## src/rtl/standby_wakeup_defs.svh

```systemverilog
// constants for the standby and wake-up controller
// assumes: included by the package and by the controller, guarded against reuse
`ifndef STANDBY_WAKEUP_DEFS_SVH
`define STANDBY_WAKEUP_DEFS_SVH

// standby mode select codes
`define STBY_SEL_W      2
`define STBY_STOP       2'h1
`define STBY_SLEEP      2'h2
`define STBY_IDLE       2'h3

// warm-up time select codes
`define WUP_SEL_W       2
`define WUP_SEL_2P8     2'h1
`define WUP_SEL_2P14    2'h2
`define WUP_SEL_2P16    2'h3

// widths and reset values
`define WARM_CNT_W      17
`define WARM_CNT_ZERO   17'h0_0000
`define LEVEL_W         3

`endif

```

## src/rtl/standby_wakeup_pkg.sv

```systemverilog
// types of the standby and wake-up controller
// assumes: the constants header sits beside this file
package standby_wakeup_pkg;
`include "standby_wakeup_defs.svh"

    typedef enum logic [2:0] {
        ST_NORMAL,
        ST_IDLE,
        ST_SLEEP,
        ST_STOP,
        ST_WARMUP
    } pm_state_t;

    typedef struct packed {
        pm_state_t               st;
        logic                    doze;
        logic                    slow;
        logic                    rs_main;
        logic                    rs_low;
        logic                    rs_slow;
        logic                    drive;
        logic [`WARM_CNT_W-1:0]  cnt;
        logic [`WARM_CNT_W-1:0]  cnt_last;
        logic                    isr;
        logic                    wake_pulse;
        logic                    cpu_run;
        logic                    sysclk_run;
        logic                    main_osc_run;
        logic                    low_osc_run;
        logic                    dma_run;
        logic                    pins_drive;
        logic                    pins_in_en;
        logic                    ale_low;
        logic                    osc_out_high;
    } ctl_t;

endpackage

```

## src/rtl/standby_wakeup_control.sv

```systemverilog
// standby entry, wake-up filtering, warm-up timing and stop-mode pin control
// assumes: one 20 MHz clock that keeps running for this block; i_rst_n is the
// reset pin; the oscillator cycle is counted as one clock cycle
`timescale 1ns/1ps
`include "standby_wakeup_defs.svh"

module standby_wakeup_control
    import standby_wakeup_pkg::*;
#(
    parameter int N_EXT_WAKE    = 5,
    parameter int N_EXT_OTHER   = 6,
    parameter int N_PERIPH      = 24,
    parameter int WARM_CYC_SEL1 = 256,
    parameter int WARM_CYC_SEL2 = 16384,
    parameter int WARM_CYC_SEL3 = 65536,
    parameter int WARM_CYC_RST  = 16384
) (
    // clock and reset
    input  wire logic                              i_clk_sys,
    input  wire logic                              i_rst_n,
    // standby entry and configuration
    input  wire logic                              i_standby_req,
    input  wire logic                              i_doze_req,
    input  wire logic [`STBY_SEL_W-1:0]            i_standby_mode_sel,
    input  wire logic [`WUP_SEL_W-1:0]             i_warmup_time_select,
    input  wire logic                              i_stop_pin_drive_enable,
    input  wire logic                              i_resume_main_osc_enable,
    input  wire logic                              i_resume_low_osc_enable,
    input  wire logic                              i_resume_sysclk_select,
    input  wire logic [`LEVEL_W-1:0]               i_mask_level,
    // wake sources
    input  wire logic                              i_nmi,
    input  wire logic                              i_watchdog_irq,
    input  wire logic [N_EXT_WAKE-1:0]             i_ext_wake_irqs,
    input  wire logic                              i_clock_calendar_irq,
    input  wire logic [N_EXT_OTHER-1:0]            i_ext_other_irqs,
    input  wire logic [N_PERIPH-1:0]               i_periph_irqs,
    input  wire logic                              i_dma_done_irq,
    // per-source enable and level from the irq_controller
    input  wire logic [N_EXT_WAKE+N_EXT_OTHER+N_PERIPH+1:0] i_src_enable,
    input  wire logic [(N_EXT_WAKE+N_EXT_OTHER+N_PERIPH+2)*`LEVEL_W-1:0] i_src_level,
    // clock control
    output logic                                   o_cpu_run,
    output logic                                   o_sysclk_run,
    output logic                                   o_main_osc_run,
    output logic                                   o_low_osc_run,
    output logic                                   o_dma_run,
    output logic                                   o_slow_mode,
    // wake outcome
    output logic                                   o_resume_isr,
    output logic                                   o_wake_pulse,
    // pin control
    output logic                                   o_pins_drive,
    output logic                                   o_pins_in_en,
    output logic                                   o_ale_low,
    output logic                                   o_osc_out_high
);

    localparam int NSRC = N_EXT_WAKE + N_EXT_OTHER + N_PERIPH + 2;
    localparam int CW   = `WARM_CNT_W;

    ctl_t cur;
    ctl_t next_cur;

    logic [NSRC-1:0] src_req;
    logic [NSRC-1:0] src_ok;
    logic [NSRC-1:0] src_unmasked;
    logic            nmi_wake;
    logic            wake_any;
    logic            wake_isr;

    function automatic logic [CW-1:0] warm_terminal(input logic [`WUP_SEL_W-1:0] sel);
        logic [CW-1:0] t;
        t = CW'(WARM_CYC_SEL1 - 1);
        case (sel)
            `WUP_SEL_2P8:  t = CW'(WARM_CYC_SEL1 - 1);
            `WUP_SEL_2P14: t = CW'(WARM_CYC_SEL2 - 1);
            `WUP_SEL_2P16: t = CW'(WARM_CYC_SEL3 - 1);
            default:       t = CW'(WARM_CYC_SEL1 - 1);
        endcase
        return t;
    endfunction

    // ------------------------------------------------------------
    // wake source filtering
    // ------------------------------------------------------------
    assign src_req = {i_dma_done_irq, i_periph_irqs, i_ext_other_irqs,
                      i_clock_calendar_irq, i_ext_wake_irqs};

    // cpu-level interrupt disable is not an input: a source left enabled in
    // the controller still wakes idle (dma only in doze); sleep and stop admit only their wake sources
    for (genvar g = 0; g < NSRC; g++) begin : g_src
        localparam bit IS_WAKE = (g < N_EXT_WAKE);
        localparam bit IS_RTC  = (g == N_EXT_WAKE);
        localparam bit IS_DMA  = (g == NSRC - 1);
        logic permit;
        always_comb begin
            case (cur.st)
                ST_IDLE:  permit = IS_DMA ? cur.doze : 1'b1;
                ST_SLEEP: permit = IS_WAKE | IS_RTC;
                ST_STOP:  permit = IS_WAKE;
                default:  permit = 1'b0;
            endcase
        end
        assign src_ok[g]       = src_req[g] & i_src_enable[g] & permit;
        assign src_unmasked[g] = i_src_level[g*`LEVEL_W +: `LEVEL_W] > i_mask_level;
    end

    // watchdog behaves as non-maskable but cannot reach stop
    assign nmi_wake = i_nmi | (i_watchdog_irq & (cur.st == ST_IDLE | cur.st == ST_SLEEP));
    assign wake_any = nmi_wake | (|src_ok);
    assign wake_isr = nmi_wake | (|(src_ok & src_unmasked));

    // ------------------------------------------------------------
    // sequencer
    // ------------------------------------------------------------
    always_comb begin
        logic run;
        run = 1'b0;
        next_cur = cur;
        next_cur.wake_pulse = 1'b0;
        case (cur.st)
            ST_NORMAL: begin
                if (i_standby_req | i_doze_req) begin
                    // resume bits are latched at entry so late writes cannot leak in
                    next_cur.rs_main  = i_resume_main_osc_enable;
                    next_cur.rs_low   = i_resume_low_osc_enable;
                    next_cur.rs_slow  = i_resume_sysclk_select;
                    next_cur.drive    = i_stop_pin_drive_enable;
                    next_cur.cnt_last = warm_terminal(i_warmup_time_select);
                    next_cur.cnt      = `WARM_CNT_ZERO;
                    next_cur.doze     = i_doze_req;
                    if (i_doze_req) begin
                        next_cur.st = ST_IDLE;
                    end else begin
                        case (i_standby_mode_sel)
                            `STBY_STOP:  next_cur.st = ST_STOP;
                            `STBY_SLEEP: next_cur.st = ST_SLEEP;
                            default:     next_cur.st = ST_IDLE;
                        endcase
                    end
                end
            end
            ST_IDLE: begin
                if (wake_any) begin
                    next_cur.st         = ST_NORMAL;
                    next_cur.isr        = wake_isr;
                    next_cur.wake_pulse = 1'b1;
                end
            end
            ST_SLEEP, ST_STOP: begin
                if (wake_any) begin
                    next_cur.st  = ST_WARMUP;
                    next_cur.isr = wake_isr;
                end
            end
            ST_WARMUP: begin
                if (cur.cnt == cur.cnt_last) begin
                    next_cur.st         = ST_NORMAL;
                    next_cur.slow       = cur.rs_slow;
                    next_cur.wake_pulse = 1'b1;
                end else begin
                    next_cur.cnt = cur.cnt + CW'(1);
                end
            end
            default: next_cur.st = ST_NORMAL;
        endcase

        // clock and pin outputs follow the state being entered
        run = (next_cur.st == ST_NORMAL);
        next_cur.cpu_run      = run;
        next_cur.sysclk_run   = run;
        next_cur.main_osc_run = ((run & (next_cur.rs_main | ~next_cur.slow))
                                | next_cur.st == ST_IDLE
                                | next_cur.st == ST_WARMUP);
        next_cur.low_osc_run  = (run & next_cur.rs_low) | next_cur.st == ST_SLEEP;
        next_cur.dma_run      = run | (next_cur.st == ST_IDLE & next_cur.doze);
        next_cur.pins_drive   = (next_cur.st != ST_STOP) | next_cur.drive;
        next_cur.pins_in_en   = (next_cur.st != ST_STOP) | next_cur.drive;
        next_cur.ale_low      = (next_cur.st == ST_STOP);
        next_cur.osc_out_high = (next_cur.st == ST_STOP);
    end

    // reset lands in warm-up so the oscillator settles before the cpu runs
    always_ff @(posedge i_clk_sys or negedge i_rst_n) begin
        if (!i_rst_n) begin
            cur              <= '0;
            cur.st           <= ST_WARMUP;
            cur.cnt_last     <= CW'(WARM_CYC_RST - 1);
            cur.rs_main      <= 1'b1;
            cur.pins_drive   <= 1'b1;
            cur.pins_in_en   <= 1'b1;
            cur.main_osc_run <= 1'b1;
        end else begin
            cur <= next_cur;
        end
    end

    assign o_cpu_run      = cur.cpu_run;
    assign o_sysclk_run   = cur.sysclk_run;
    assign o_main_osc_run = cur.main_osc_run;
    assign o_low_osc_run  = cur.low_osc_run;
    assign o_dma_run      = cur.dma_run;
    assign o_slow_mode    = cur.slow;
    assign o_resume_isr   = cur.isr;
    assign o_wake_pulse   = cur.wake_pulse;
    assign o_pins_drive   = cur.pins_drive;
    assign o_pins_in_en   = cur.pins_in_en;
    assign o_ale_low      = cur.ale_low;
    assign o_osc_out_high = cur.osc_out_high;
endmodule // standby_wakeup_control

```

## config.mk

```make
export PLATFORM = sky130hd
export DESIGN_NAME = standby_wakeup_control
export DESIGN_NICKNAME = d
export VERILOG_FILES = /design/src/rtl/standby_wakeup_pkg.sv /design/src/rtl/standby_wakeup_control.sv
export VERILOG_INCLUDE_DIRS = /design/src /design/src/rtl
export SDC_FILE = /design/constraint.sdc
export NUM_CORES = 1
export LEC_CHECK = 0
export BUFFER_PORTS_ARGS = -buffer_cell sky130_fd_sc_hd__buf_2
export CORE_MARGIN = 4
export CORE_UTILIZATION = 44
export CTS_BUF_LIST = sky130_fd_sc_hd__clkbuf_16
export CTS_CLUSTER_SIZE = 8
export DETAILED_ROUTE_END_ITERATION = 12
export GPL_TIMING_DRIVEN = 0
export MAX_ROUTING_LAYER = met4
export PLACE_DENSITY = 0.91
export REMOVE_ABC_BUFFERS = 1
export SETUP_SLACK_MARGIN = 0.02
export SKIP_CTS_REPAIR_TIMING = 1
export SYNTH_ARGS = -nofsm -noshare
export SYNTH_HDL_FRONTEND = slang
export SYNTH_SLANG_ARGS = --single-unit
```

## constraint.sdc

```tcl
create_clock -name i_clk_sys -period 2.1 [get_ports i_clk_sys]
set_input_delay 0.105 -clock i_clk_sys [delete_from_list [all_inputs] [get_ports i_clk_sys]]
set_output_delay 0.105 -clock i_clk_sys [all_outputs]
set_load 0.01 [all_outputs]
```

==> results of run 1 <==
path summary, 6_finish.rpt:
check | start | to | slack (ps) | cells past startpoint
setup reg to reg | cur[36] | o_main_osc_run | -50 | 6
hold / removal | i_warmup_time_select[1] | cur[24] | 20 | 3
max in group asynchronous | i_rst_n | cur[51] | 1130 | 2
setup / recovery | i_mask_level[1] | o_resume_isr | -220 | 12
min in group asynchronous | i_rst_n | cur[25] | 440 | 2
hold reg to reg | cur[45] | cur[45] | 470 | 2
routing by layer:
| layer | vias up | global-route usage (%) |
|---|---|---|
| met1 | 2454 | 28.6 |
| li1 | 2516 | - |
| met5 | - | - |
| met3 | 64 | 4.97 |
| met4 | 0 | 9.52 |
| met2 | 252 | 38.7 |
cell usage after synthesis (8+ instances only):
library cell	number	area, um2
o21ai_0	30	150
a31oi_1	29	181
a21o_1	9	67.6
o21a_1	28	210
nor3_1	8	40.0
nor2b_1	30	188
a21oi_1	13	65.1
ha_1	113	1410
nand3_1	19	95.1
dfrtp_1	31	776
xor2_1	13	114
nor2_1	27	101
nand4_1	20	125
nand2_1	52	195
inv_1	54	203
metrics by stage:
stage          cell area [um2]  setup slack [ps]  cells
2_1_floorplan             4590              -345    543
3_3_place_gp              5830             -1270    892
3_5_place_dp              5830             -1250    892
4_1_cts                   5990              -941    900
5_1_grt                   6550              -323    929
6_report                  6550              -220    929
sequential cells by signal, indices dropped and copies added (netlist names):
signal          count
o_osc_out_high      1
o_dma_run           1
o_slow_mode         1
o_resume_isr        1
o_low_osc_run       1
cur                27
o_pins_in_en        1
o_sysclk_run        1
o_main_osc_run      1
o_wake_pulse        1
power by group through the flow:
stage | clock network, mW | registers, mW | logic (mW)
floorplan | 0 | 0.708 | 0.399
global route | 0.871 | 0.695 | 0.963
detailed placement | 0 | 0.708 | 0.738
CTS | 0.830 | 0.696 | 0.742
global placement | 0 | 0.708 | 0.702
finish | 0.824 | 0.696 | 0.857
worst register-to-register path: cells and delay by family (launching register included):
family | cells | cell delay [ps]
multiplexers | 1 | 330
AND/OR/NAND/NOR | 3 | 840
AO/OA/AOI/OAI | 2 | 450
flip-flops | 1 | 450
cells by family (layout without fill, tap and decap cells):
| group | count (synthesis) | count (layout) | synth area share (%) |
|---|---|---|---|
| AO/OA/AOI/OAI | 142 | 142 | 20.9 |
| XOR/XNOR | 16 | 16 | 3.01 |
| adder cells (fa/ha/maj) | 113 | 113 | 30.4 |
| buffers and inverters | 63 | 304 | 5.60 |
| flip-flops | 36 | 36 | 19.5 |
| multiplexers | 1 | 1 | 0.323 |
| AND/OR/NAND/NOR | 181 | 181 | 20.2 |
final cells by class:
type	instances	area, um2	share of cell area [%]
Clock inverter	3	37.5	0.573
Sequential cell	36	913	14.0
Inverter	54	210	3.21
Timing Repair Buffer	242	1380	21.0
Tap cell	136	170	2.60
Multi-Input combinational cell	453	3710	56.7
Clock buffer	5	125	1.91
==> impl_results.md, run 1 <==
* Met3 WL at 1280 um
* Critical setup path kind: in2reg
* Max Buffers Root-to-Sink at 2
* Total power at 2.38 mW
* Period minus WS final at 2320 ps
* Worst Tran Pin Value at 762 ps
* Post-synthesis average cell area at 8.42 um2
* Violated checks: negative setup slack
* Port bufs at 213
* Area growth syn-to-layout at 40.8%
* Status: finished, violations left
* DRT iter0 DRCs at 430
* Commonest non-fill, non-tap cells in the layout: 211 x buf_2, 109 x ha_1, 52 x inv_1
* TNS Setup at -392 ps
* DRT Pass-1 Iters at 5
* Antenna-violating nets left at 0
* Initial antenna violation count at 0
* Die Y at 111 um
* # IOs at 214
* DRC at 0
* CP top delay family: compound AO/OA/AOI/OAI gates
* Worst path required time at 2260 ps
* Worst slew margin at 49.2%
* Met2 WL at 8160 um
* # H-tree levels at 2
* Post-Syn Area at 0.00465 mm2
* CP max FO at 6
* Antenna cell count at 0
* WP data arrival at 2480 ps
* Final Hold Vio Count at 0
* Routed vias at 5286
* CTS clk-pin slew, worst paths at 60 ps
* Leakage power at 3.49 nW
* Number of synthesized flops with an enable pin at 0
* Worst Setup Start Kind: primary input
* First-pass GRT wire length at 23600 um
* RSZ-0062 raised after global routing: yes
* Critical path buffers and inverters at 4
* Reg power frac at 29.3%
* Top sig layer: met4
* Synth warnings at 0
* Clock skew at 8.15 ps
* Cell occurring most often along the worst timing path: buf_4
* P_int at 1.68 mW
* Power per cell area at 363 mW/mm2
* CTS tree: done
* Sw Share at 29.3%
* Largest net degree at the start of global routing at 38
* DR vias/cell at 5.69
* Comb power frac at 36.0%
* Critical path's slowest cell: o41a_1
* Worst-case vdd ir drop at 493 uV
* Final worst path period share at 110%
* Clock Power Share at 34.7%
* Share of cells above drive strength 1 at 37.5%
* Max incr delay on CP at 380 ps
* Final WS setup at -220 ps
* Clock tree sinks at 36
* Routability cong. at 0.899
* Commonest non-fill, non-tap cell in the layout: buf_2
* Crit path capture type: register
* Num rows at 37
* Slew Limit Fails at 0
* Clock Latency Late Sink at 280 ps
* Die width at 111 um
* Synth Flop Type: dfrtp_1
* Distinct cells, synth at 57
* Total CTS buffers at 5
* Ys async rst share at 100%
* M1 WL at 6700 um
* Synth Register Bits at 36
* NetSw at 0.697 mW
* Post-DP HPWL at 12300 um
* Critical path cell sequence: buf_6, clkinvlp_4, buf_4, buf_4, ha_1, nor2b_1, o21a_1, o21ai_1, nand4_1, nor4_1, a31oi_1, o41a_1
* Routed WL at 16800 um
* Fillers at 809
* Layout Nets at 1107
* Grt ovf at 0
* Endpoints failing setup at 9
* Worst hold margin at 18.1 ps
* Worst Hold Class: in2reg
* Starting Density at 45.0%
* Global Route Usage Sum at 23.7%
* DIE AREA at 0.0123 mm2
* Placeable Area at 0.0103 mm2
* Vias in the first global route at 5025
* Maxcap violations at 0
* Sequential fraction of the synthesis area at 19.5%
* Root Driver: clkbuf_16
* Wirelength per Cell at 18.0 um
* FMAX at 431 MHz
* Gate Count Post-Synth at 552
* Core Util, Final at 63.4%
Power figures use the tool's default switching activity.
==> run 2, diff against run 1 <==
--- a/config.mk
+++ b/config.mk
@@ -7,8 +7,10 @@
 export NUM_CORES = 1
 export LEC_CHECK = 0
 export BUFFER_PORTS_ARGS = -buffer_cell sky130_fd_sc_hd__buf_2
+export CELL_PAD_IN_SITES_DETAIL_PLACEMENT = 0
+export CELL_PAD_IN_SITES_GLOBAL_PLACEMENT = 1
 export CORE_MARGIN = 4
-export CORE_UTILIZATION = 44
+export CORE_UTILIZATION = 31
 export CTS_BUF_LIST = sky130_fd_sc_hd__clkbuf_16
 export CTS_CLUSTER_SIZE = 8
 export DETAILED_ROUTE_END_ITERATION = 12
==> impl_results.md, run 2 (synthesized netlist as in run 1, its figures left out) <==
* DRT Pass-1 Iters at 5 (unchanged)
* Worst Setup Start Kind: register
* Worst slew margin at 48.5% (-0.74 points)
* Commonest non-fill, non-tap cell in the layout: buf_2
* Routability cong. at 0.862 (-4.0%)
* CP max FO at 8 (+2)
* Largest net degree at the start of global routing at 38 (unchanged)
* Worst Tran Pin Value at 773 ps (+11.1 ps)
* Routed vias at 4889 (-7.5%)
* Worst Hold Class: in2reg
* Clock tree sinks at 36 (unchanged)
* Die Y at 130 um (+18%)
* Initial antenna violation count at 0 (unchanged)
* First-pass GRT wire length at 22600 um (-4.1%)
* M1 WL at 7270 um (+8.4%)
* Final Hold Vio Count at 0 (unchanged)
* DR vias/cell at 5.06 (-11%)
* Wirelength per Cell at 16.1 um (-11%)
* Worst path required time at 2300 ps (+40 ps)
* Maxcap violations at 0 (unchanged)
* Met3 WL at 862 um (-32%)
* Root Driver: clkbuf_16
* Max incr delay on CP at 560 ps (+180 ps)
* Top sig layer: met4
* Max reg flops at 27 (unchanged)
* Power per cell area at 339 mW/mm2 (-6.6%)
* Share of cells above drive strength 1 at 34.9% (-2.5 points)
* # H-tree levels at 2 (unchanged)
* Endpoints failing setup at 0 (-9)
* CTS tree: done
* Setup slack at placement at -854 ps (+397 ps)
* Post-DP HPWL at 12600 um (+2.2%)
* Leakage power at 3.39 nW (-2.9%)
* Clock skew at 3.21 ps (-4.93 ps)
* Status: finished, final reports clean
* Total CTS buffers at 5 (unchanged)
* DRC at 0 (unchanged)
* Slew Limit Fails at 0 (unchanged)
* Global Route Usage Sum at 17.3% (-6.4 points)
* Max Buffers Root-to-Sink at 2 (unchanged)
* Fillers at 1508 (+86%)
* Commonest non-fill, non-tap cells in the layout: 211 x buf_2, 113 x ha_1, 54 x inv_1
* TNS Setup at 0 ps (+392 ps)
* Routed WL at 15500 um (-7.4%)
* Final worst path period share at 99.3% (-11 points)
* Starting Density at 31.9% (-13 points)
* Crit path capture type: register
* Antenna cell count at 0 (unchanged)
* Antenna-violating nets left at 0 (unchanged)
* Critical path cell sequence: or4_4, nor4_4, o211a_4, nand3_4, mux2_4, a41oi_2
* DIE AREA at 0.0170 mm2 (+39%)
* Critical path's slowest cell: or4_4
* Fin cells at 966 (+4.0%)
* Total power at 2.14 mW (-10%)
* Largest Register: cur
* Die width at 130 um (+18%)
* CTS clk-pin slew, worst paths at 50 ps (about the same)
* RSZ-0062 raised after global routing: yes
* Port bufs at 213 (unchanged)
* Area growth syn-to-layout at 35.5%
* Placeable Area at 0.0146 mm2 (+41%)
* Layout Nets at 1096 (-0.99%)
* DRT iter0 DRCs at 209 (-51%)
* Critical setup path kind: reg2reg
* Num rows at 44 (+19%)
* Period minus WS final at 2080 ps (-235 ps)
* FMAX at 480 MHz (+11%)
* Grt ovf at 0 (unchanged)
* Clock Latency Late Sink at 270 ps (about the same)
* Worst-case vdd ir drop at 245 uV (-50%)
* Total placed cells including tap cells at 940 (+5.4%)
* # IOs at 214 (unchanged)
* Final WS setup at 15.2 ps (+235 ps)
* WP data arrival at 2280 ps (-200 ps)
* Vias in the first global route at 4543 (-9.6%)
* Met2 WL at 7170 um (-12%)
==> run 2: cell types whose count changed in the layout (fill, tap and decap cells not counted), moves of 4 or more <==
cell     before  now
buf_4        20   15
ha_1        109  113
ha_4          4    0
nand3_1      14   18
o21ai_1       7    3
==> run 2: metal layers <==
layer  up-vias  global-route usage, %
li1       2496                      -
met1      2261                   23.6
met2       117                   28.1
met3        15                   2.07
met4         0                   2.90
met5         -                      -
==> run 2: layout make-up <==
class                   instances  area (um2)  share of cell area (%)
multi-input cells             454        3590                    57.1
repair buffers                228        1180                    18.8
flip-flops and latches         36         913                    14.5
well taps                     184         230                    3.66
inverters                      54         220                    3.50
clock buffers                   5         125                    1.99
repair inverters                2        17.5                   0.278
clock inverters                 3        11.3                   0.179
==> run 2: per-stage QoR <==
stage | area (um2) | util (%) | hold slack, ps
2_1_floorplan | 4590 | - | -191
3_3_place_gp | 5890 | 40.4 | 230
3_5_place_dp | 5890 | 40.4 | 230
4_1_cts | 6020 | 41.3 | -64.9
5_1_grt | 6300 | 43.2 | 44.4
6_report | 6300 | 43.2 | 31.6
==> run 2: critical path, delay by kind of cell (launching register included) <==
| kind | cells | cell delay, ps |
|---|---|---|
| simple gates | 3 | 840 |
| mux | 1 | 330 |
| flops | 1 | 390 |
| compound gates | 2 | 450 |
==> run 2: power breakdown <==
| part | internal [mW] | switching [mW] | total (mW) | leakage, nW |
|---|---|---|---|---|
| Sequential | 0.696 | 0.00110 | 0.697 | 0.457 |
| Clock | 0.426 | 0.251 | 0.677 | 0.0738 |
| Combinational | 0.381 | 0.380 | 0.762 | 2.86 |
| Total | 1.50 | 0.633 | 2.14 | 3.39 |
==> run 2: final timing paths <==
check / from / end / slack [ps] / depth (start not counted)
max in group asynchronous: i_rst_n / cur[52] / 1110 / 2
worst min register to register: cur[45] / cur[45] / 470 / 2
worst max register to register: cur[36] / o_main_osc_run / 20 / 6
min in group asynchronous: i_rst_n / cur[43] / 450 / 2
worst max-delay path: cur[36] / o_main_osc_run / 20 / 6
worst min-delay path: i_resume_sysclk_select / cur[46] / 30 / 3
==> run 3, diff against run 2 <==
--- a/config.mk
+++ b/config.mk
@@ -17,6 +17,7 @@
 export GPL_TIMING_DRIVEN = 0
 export MAX_ROUTING_LAYER = met4
 export PLACE_DENSITY = 0.91
+export RECOVER_POWER = 25
 export REMOVE_ABC_BUFFERS = 1
 export SETUP_SLACK_MARGIN = 0.02
 export SKIP_CTS_REPAIR_TIMING = 1
==> impl_results.md, run 3 (synthesized netlist as in run 1, its figures left out) <==
* Status: finished, final reports clean
* # IOs at 214 (unchanged)
* Starting Density at 31.9% (unchanged)
* Clock Latency Late Sink at 270 ps (about the same)
* Final Hold Vio Count at 0 (unchanged)
* Comb power frac at 35.6% (about the same)
* Share of cells above drive strength 1 at 33.4% (-1.5 points)
* Worst slew margin at 42.9% (-5.6 points)
* Critical setup path kind: reg2reg
* Endpoints failing setup at 0 (unchanged)
* Port bufs at 213 (unchanged)
* Die Y at 130 um (unchanged)
* Max Buffers Root-to-Sink at 2 (unchanged)
* RSZ-0062 raised after global routing: yes
* Slew Limit Fails at 0 (unchanged)
* Routed WL at 15500 um (about the same)
* DR vias/cell at 5.06 (about the same)
* Largest Register: cur
* Worst R2R End: o_main_osc_run
* # H-tree levels at 2 (unchanged)
* Reg2Reg Setup Slack at 10 ps (about the same)
* First-pass GRT wire length at 22600 um (unchanged)
* Initial antenna violation count at 0 (unchanged)
* Maxcap violations at 0 (unchanged)
* Commonest non-fill, non-tap cell in the layout: buf_2
* Max reg flops at 27 (unchanged)
* Antenna-violating nets left at 0 (unchanged)
* Placeable Area at 0.0146 mm2 (unchanged)
* DRC at 0 (unchanged)
* Grt ovf at 0 (unchanged)
* Period minus WS final at 2090 ps (+1.69 ps)
* Worst Setup Start Kind: register
* Total power at 2.13 mW (about the same)
* Hold wc startpoint: i_resume_sysclk_select
* Crit path from: cur[36]
* DRT Pass-1 Iters at 5 (unchanged)
* Num rows at 44 (unchanged)
* Clock Power Share at 31.7% (about the same)
* CP Capture Point: o_main_osc_run
* WP data arrival at 2280 ps (about the same)
* Area growth syn-to-layout at 35.1%
* Wirelength per Cell at 16.1 um (about the same)
* Total CTS buffers at 5 (unchanged)
* Worst Tran Pin Value at 857 ps (+83.8 ps)
* FMAX at 479 MHz (about the same)
* Antenna cell count at 0 (unchanged)
* Reg power frac at 32.6% (about the same)
* Power per cell area at 340 mW/mm2 (+0.22%)
* Fin cells at 966 (unchanged)
* CTS clk-pin slew, worst paths at 50 ps (about the same)
* Post-DP HPWL at 12600 um (unchanged)
* Clock skew at 3.37 ps (+0.157 ps)
* Worst-case vdd ir drop at 244 uV (about the same)
* Crit path capture type: register
* Root Driver: clkbuf_16
* Clock tree sinks at 36 (unchanged)
* Routability cong. at 0.862 (unchanged)
* Sw Share at 29.6% (about the same)
* CP max FO at 8 (unchanged)
* Routed vias at 4887 (-0.041%)
* Worst r2r src: cur[36]
* Total placed cells including tap cells at 940 (unchanged)
* DIE AREA at 0.0170 mm2 (unchanged)
* P_int at 1.50 mW (about the same)
* Vias in the first global route at 4543 (unchanged)
* Layout Nets at 1096 (unchanged)
* Largest net degree at the start of global routing at 38 (unchanged)
* Worst reg2reg path depth at 6 (unchanged)
* Worst path required time at 2300 ps (about the same)
* Die width at 130 um (unchanged)
* WHS Path Cells at 3 (unchanged)
* CTS tree: done
* Commonest non-fill, non-tap cells in the layout: 198 x buf_2, 113 x ha_1, 54 x inv_1
* DRT iter0 DRCs at 189 (-9.6%)
* Global Route Usage Sum at 17.3% (unchanged)
* NetSw at 0.633 mW (about the same)
* Worst Hold Class: in2reg
* Final worst path period share at 99.4% (about the same)
* Leakage power at 3.35 nW (-1.2%)
-- run 3: worst max-delay path, cell delays in order (launching register included) --
cell	delay (ps)
dfrtp_1	390
or4_4	560
nor4_4	170
o211a_4	290
nand3_4	110
mux2_4	330
a41oi_2	160
-- run 3: layout make-up --
type                       instances  area [um2]
timing repair inverter             2        17.5
sequential                        36         913
inverter                          54         220
fill                            1514        8310
timing repair buffer             228        1170
clock buffer                       5         125
tap                              184         230
multi-input combinational        454        3590
clock inverter                     3        11.3
-- run 3: how the worst min path moves through the flow --
stage	to	slack, ps
finish	cur[46]	30
global route	cur[46]	40
CTS	cur[43]	-60
detailed placement	cur[43]	230
global placement	cur[25]	230
floorplan	cur[25]	-190
-- run 3: power groups by stage --
stage | sequential, mW | combinational (mW) | clock [mW]
6_report | 0.697 | 0.761 | 0.677
5_1_grt | 0.696 | 0.879 | 0.728
4_1_cts | 0.697 | 0.740 | 0.695
3_5_place_dp | 0.708 | 0.735 | 0
3_3_place_gp | 0.708 | 0.717 | 0
2_1_floorplan | 0.708 | 0.399 | 0
-- run 3: per-stage QoR --
step	hold slack (ps)	worst slack, ps	TNS (ps)	cell area, um2	util [%]
6_report	33.6	13.5	0	6280	43.1
5_1_grt	44.4	-57.2	-397	6280	43.1
4_1_cts	-64.9	-588	-2300	6020	41.3
3_3_place_gp	230	-1400	-2250	5890	40.4
3_5_place_dp	230	-854	-2290	5890	40.4
2_1_floorplan	-191	-345	-345	4590	-
-- run 3: layer usage --
layer,vias up,GRT usage (%),share of wire [%]
li1,2496,-,-
met1,2254,23.6,47
met2,122,28.1,46
met3,15,2.07,5.9
met4,0,2.90,1.4
met5,-,-,0
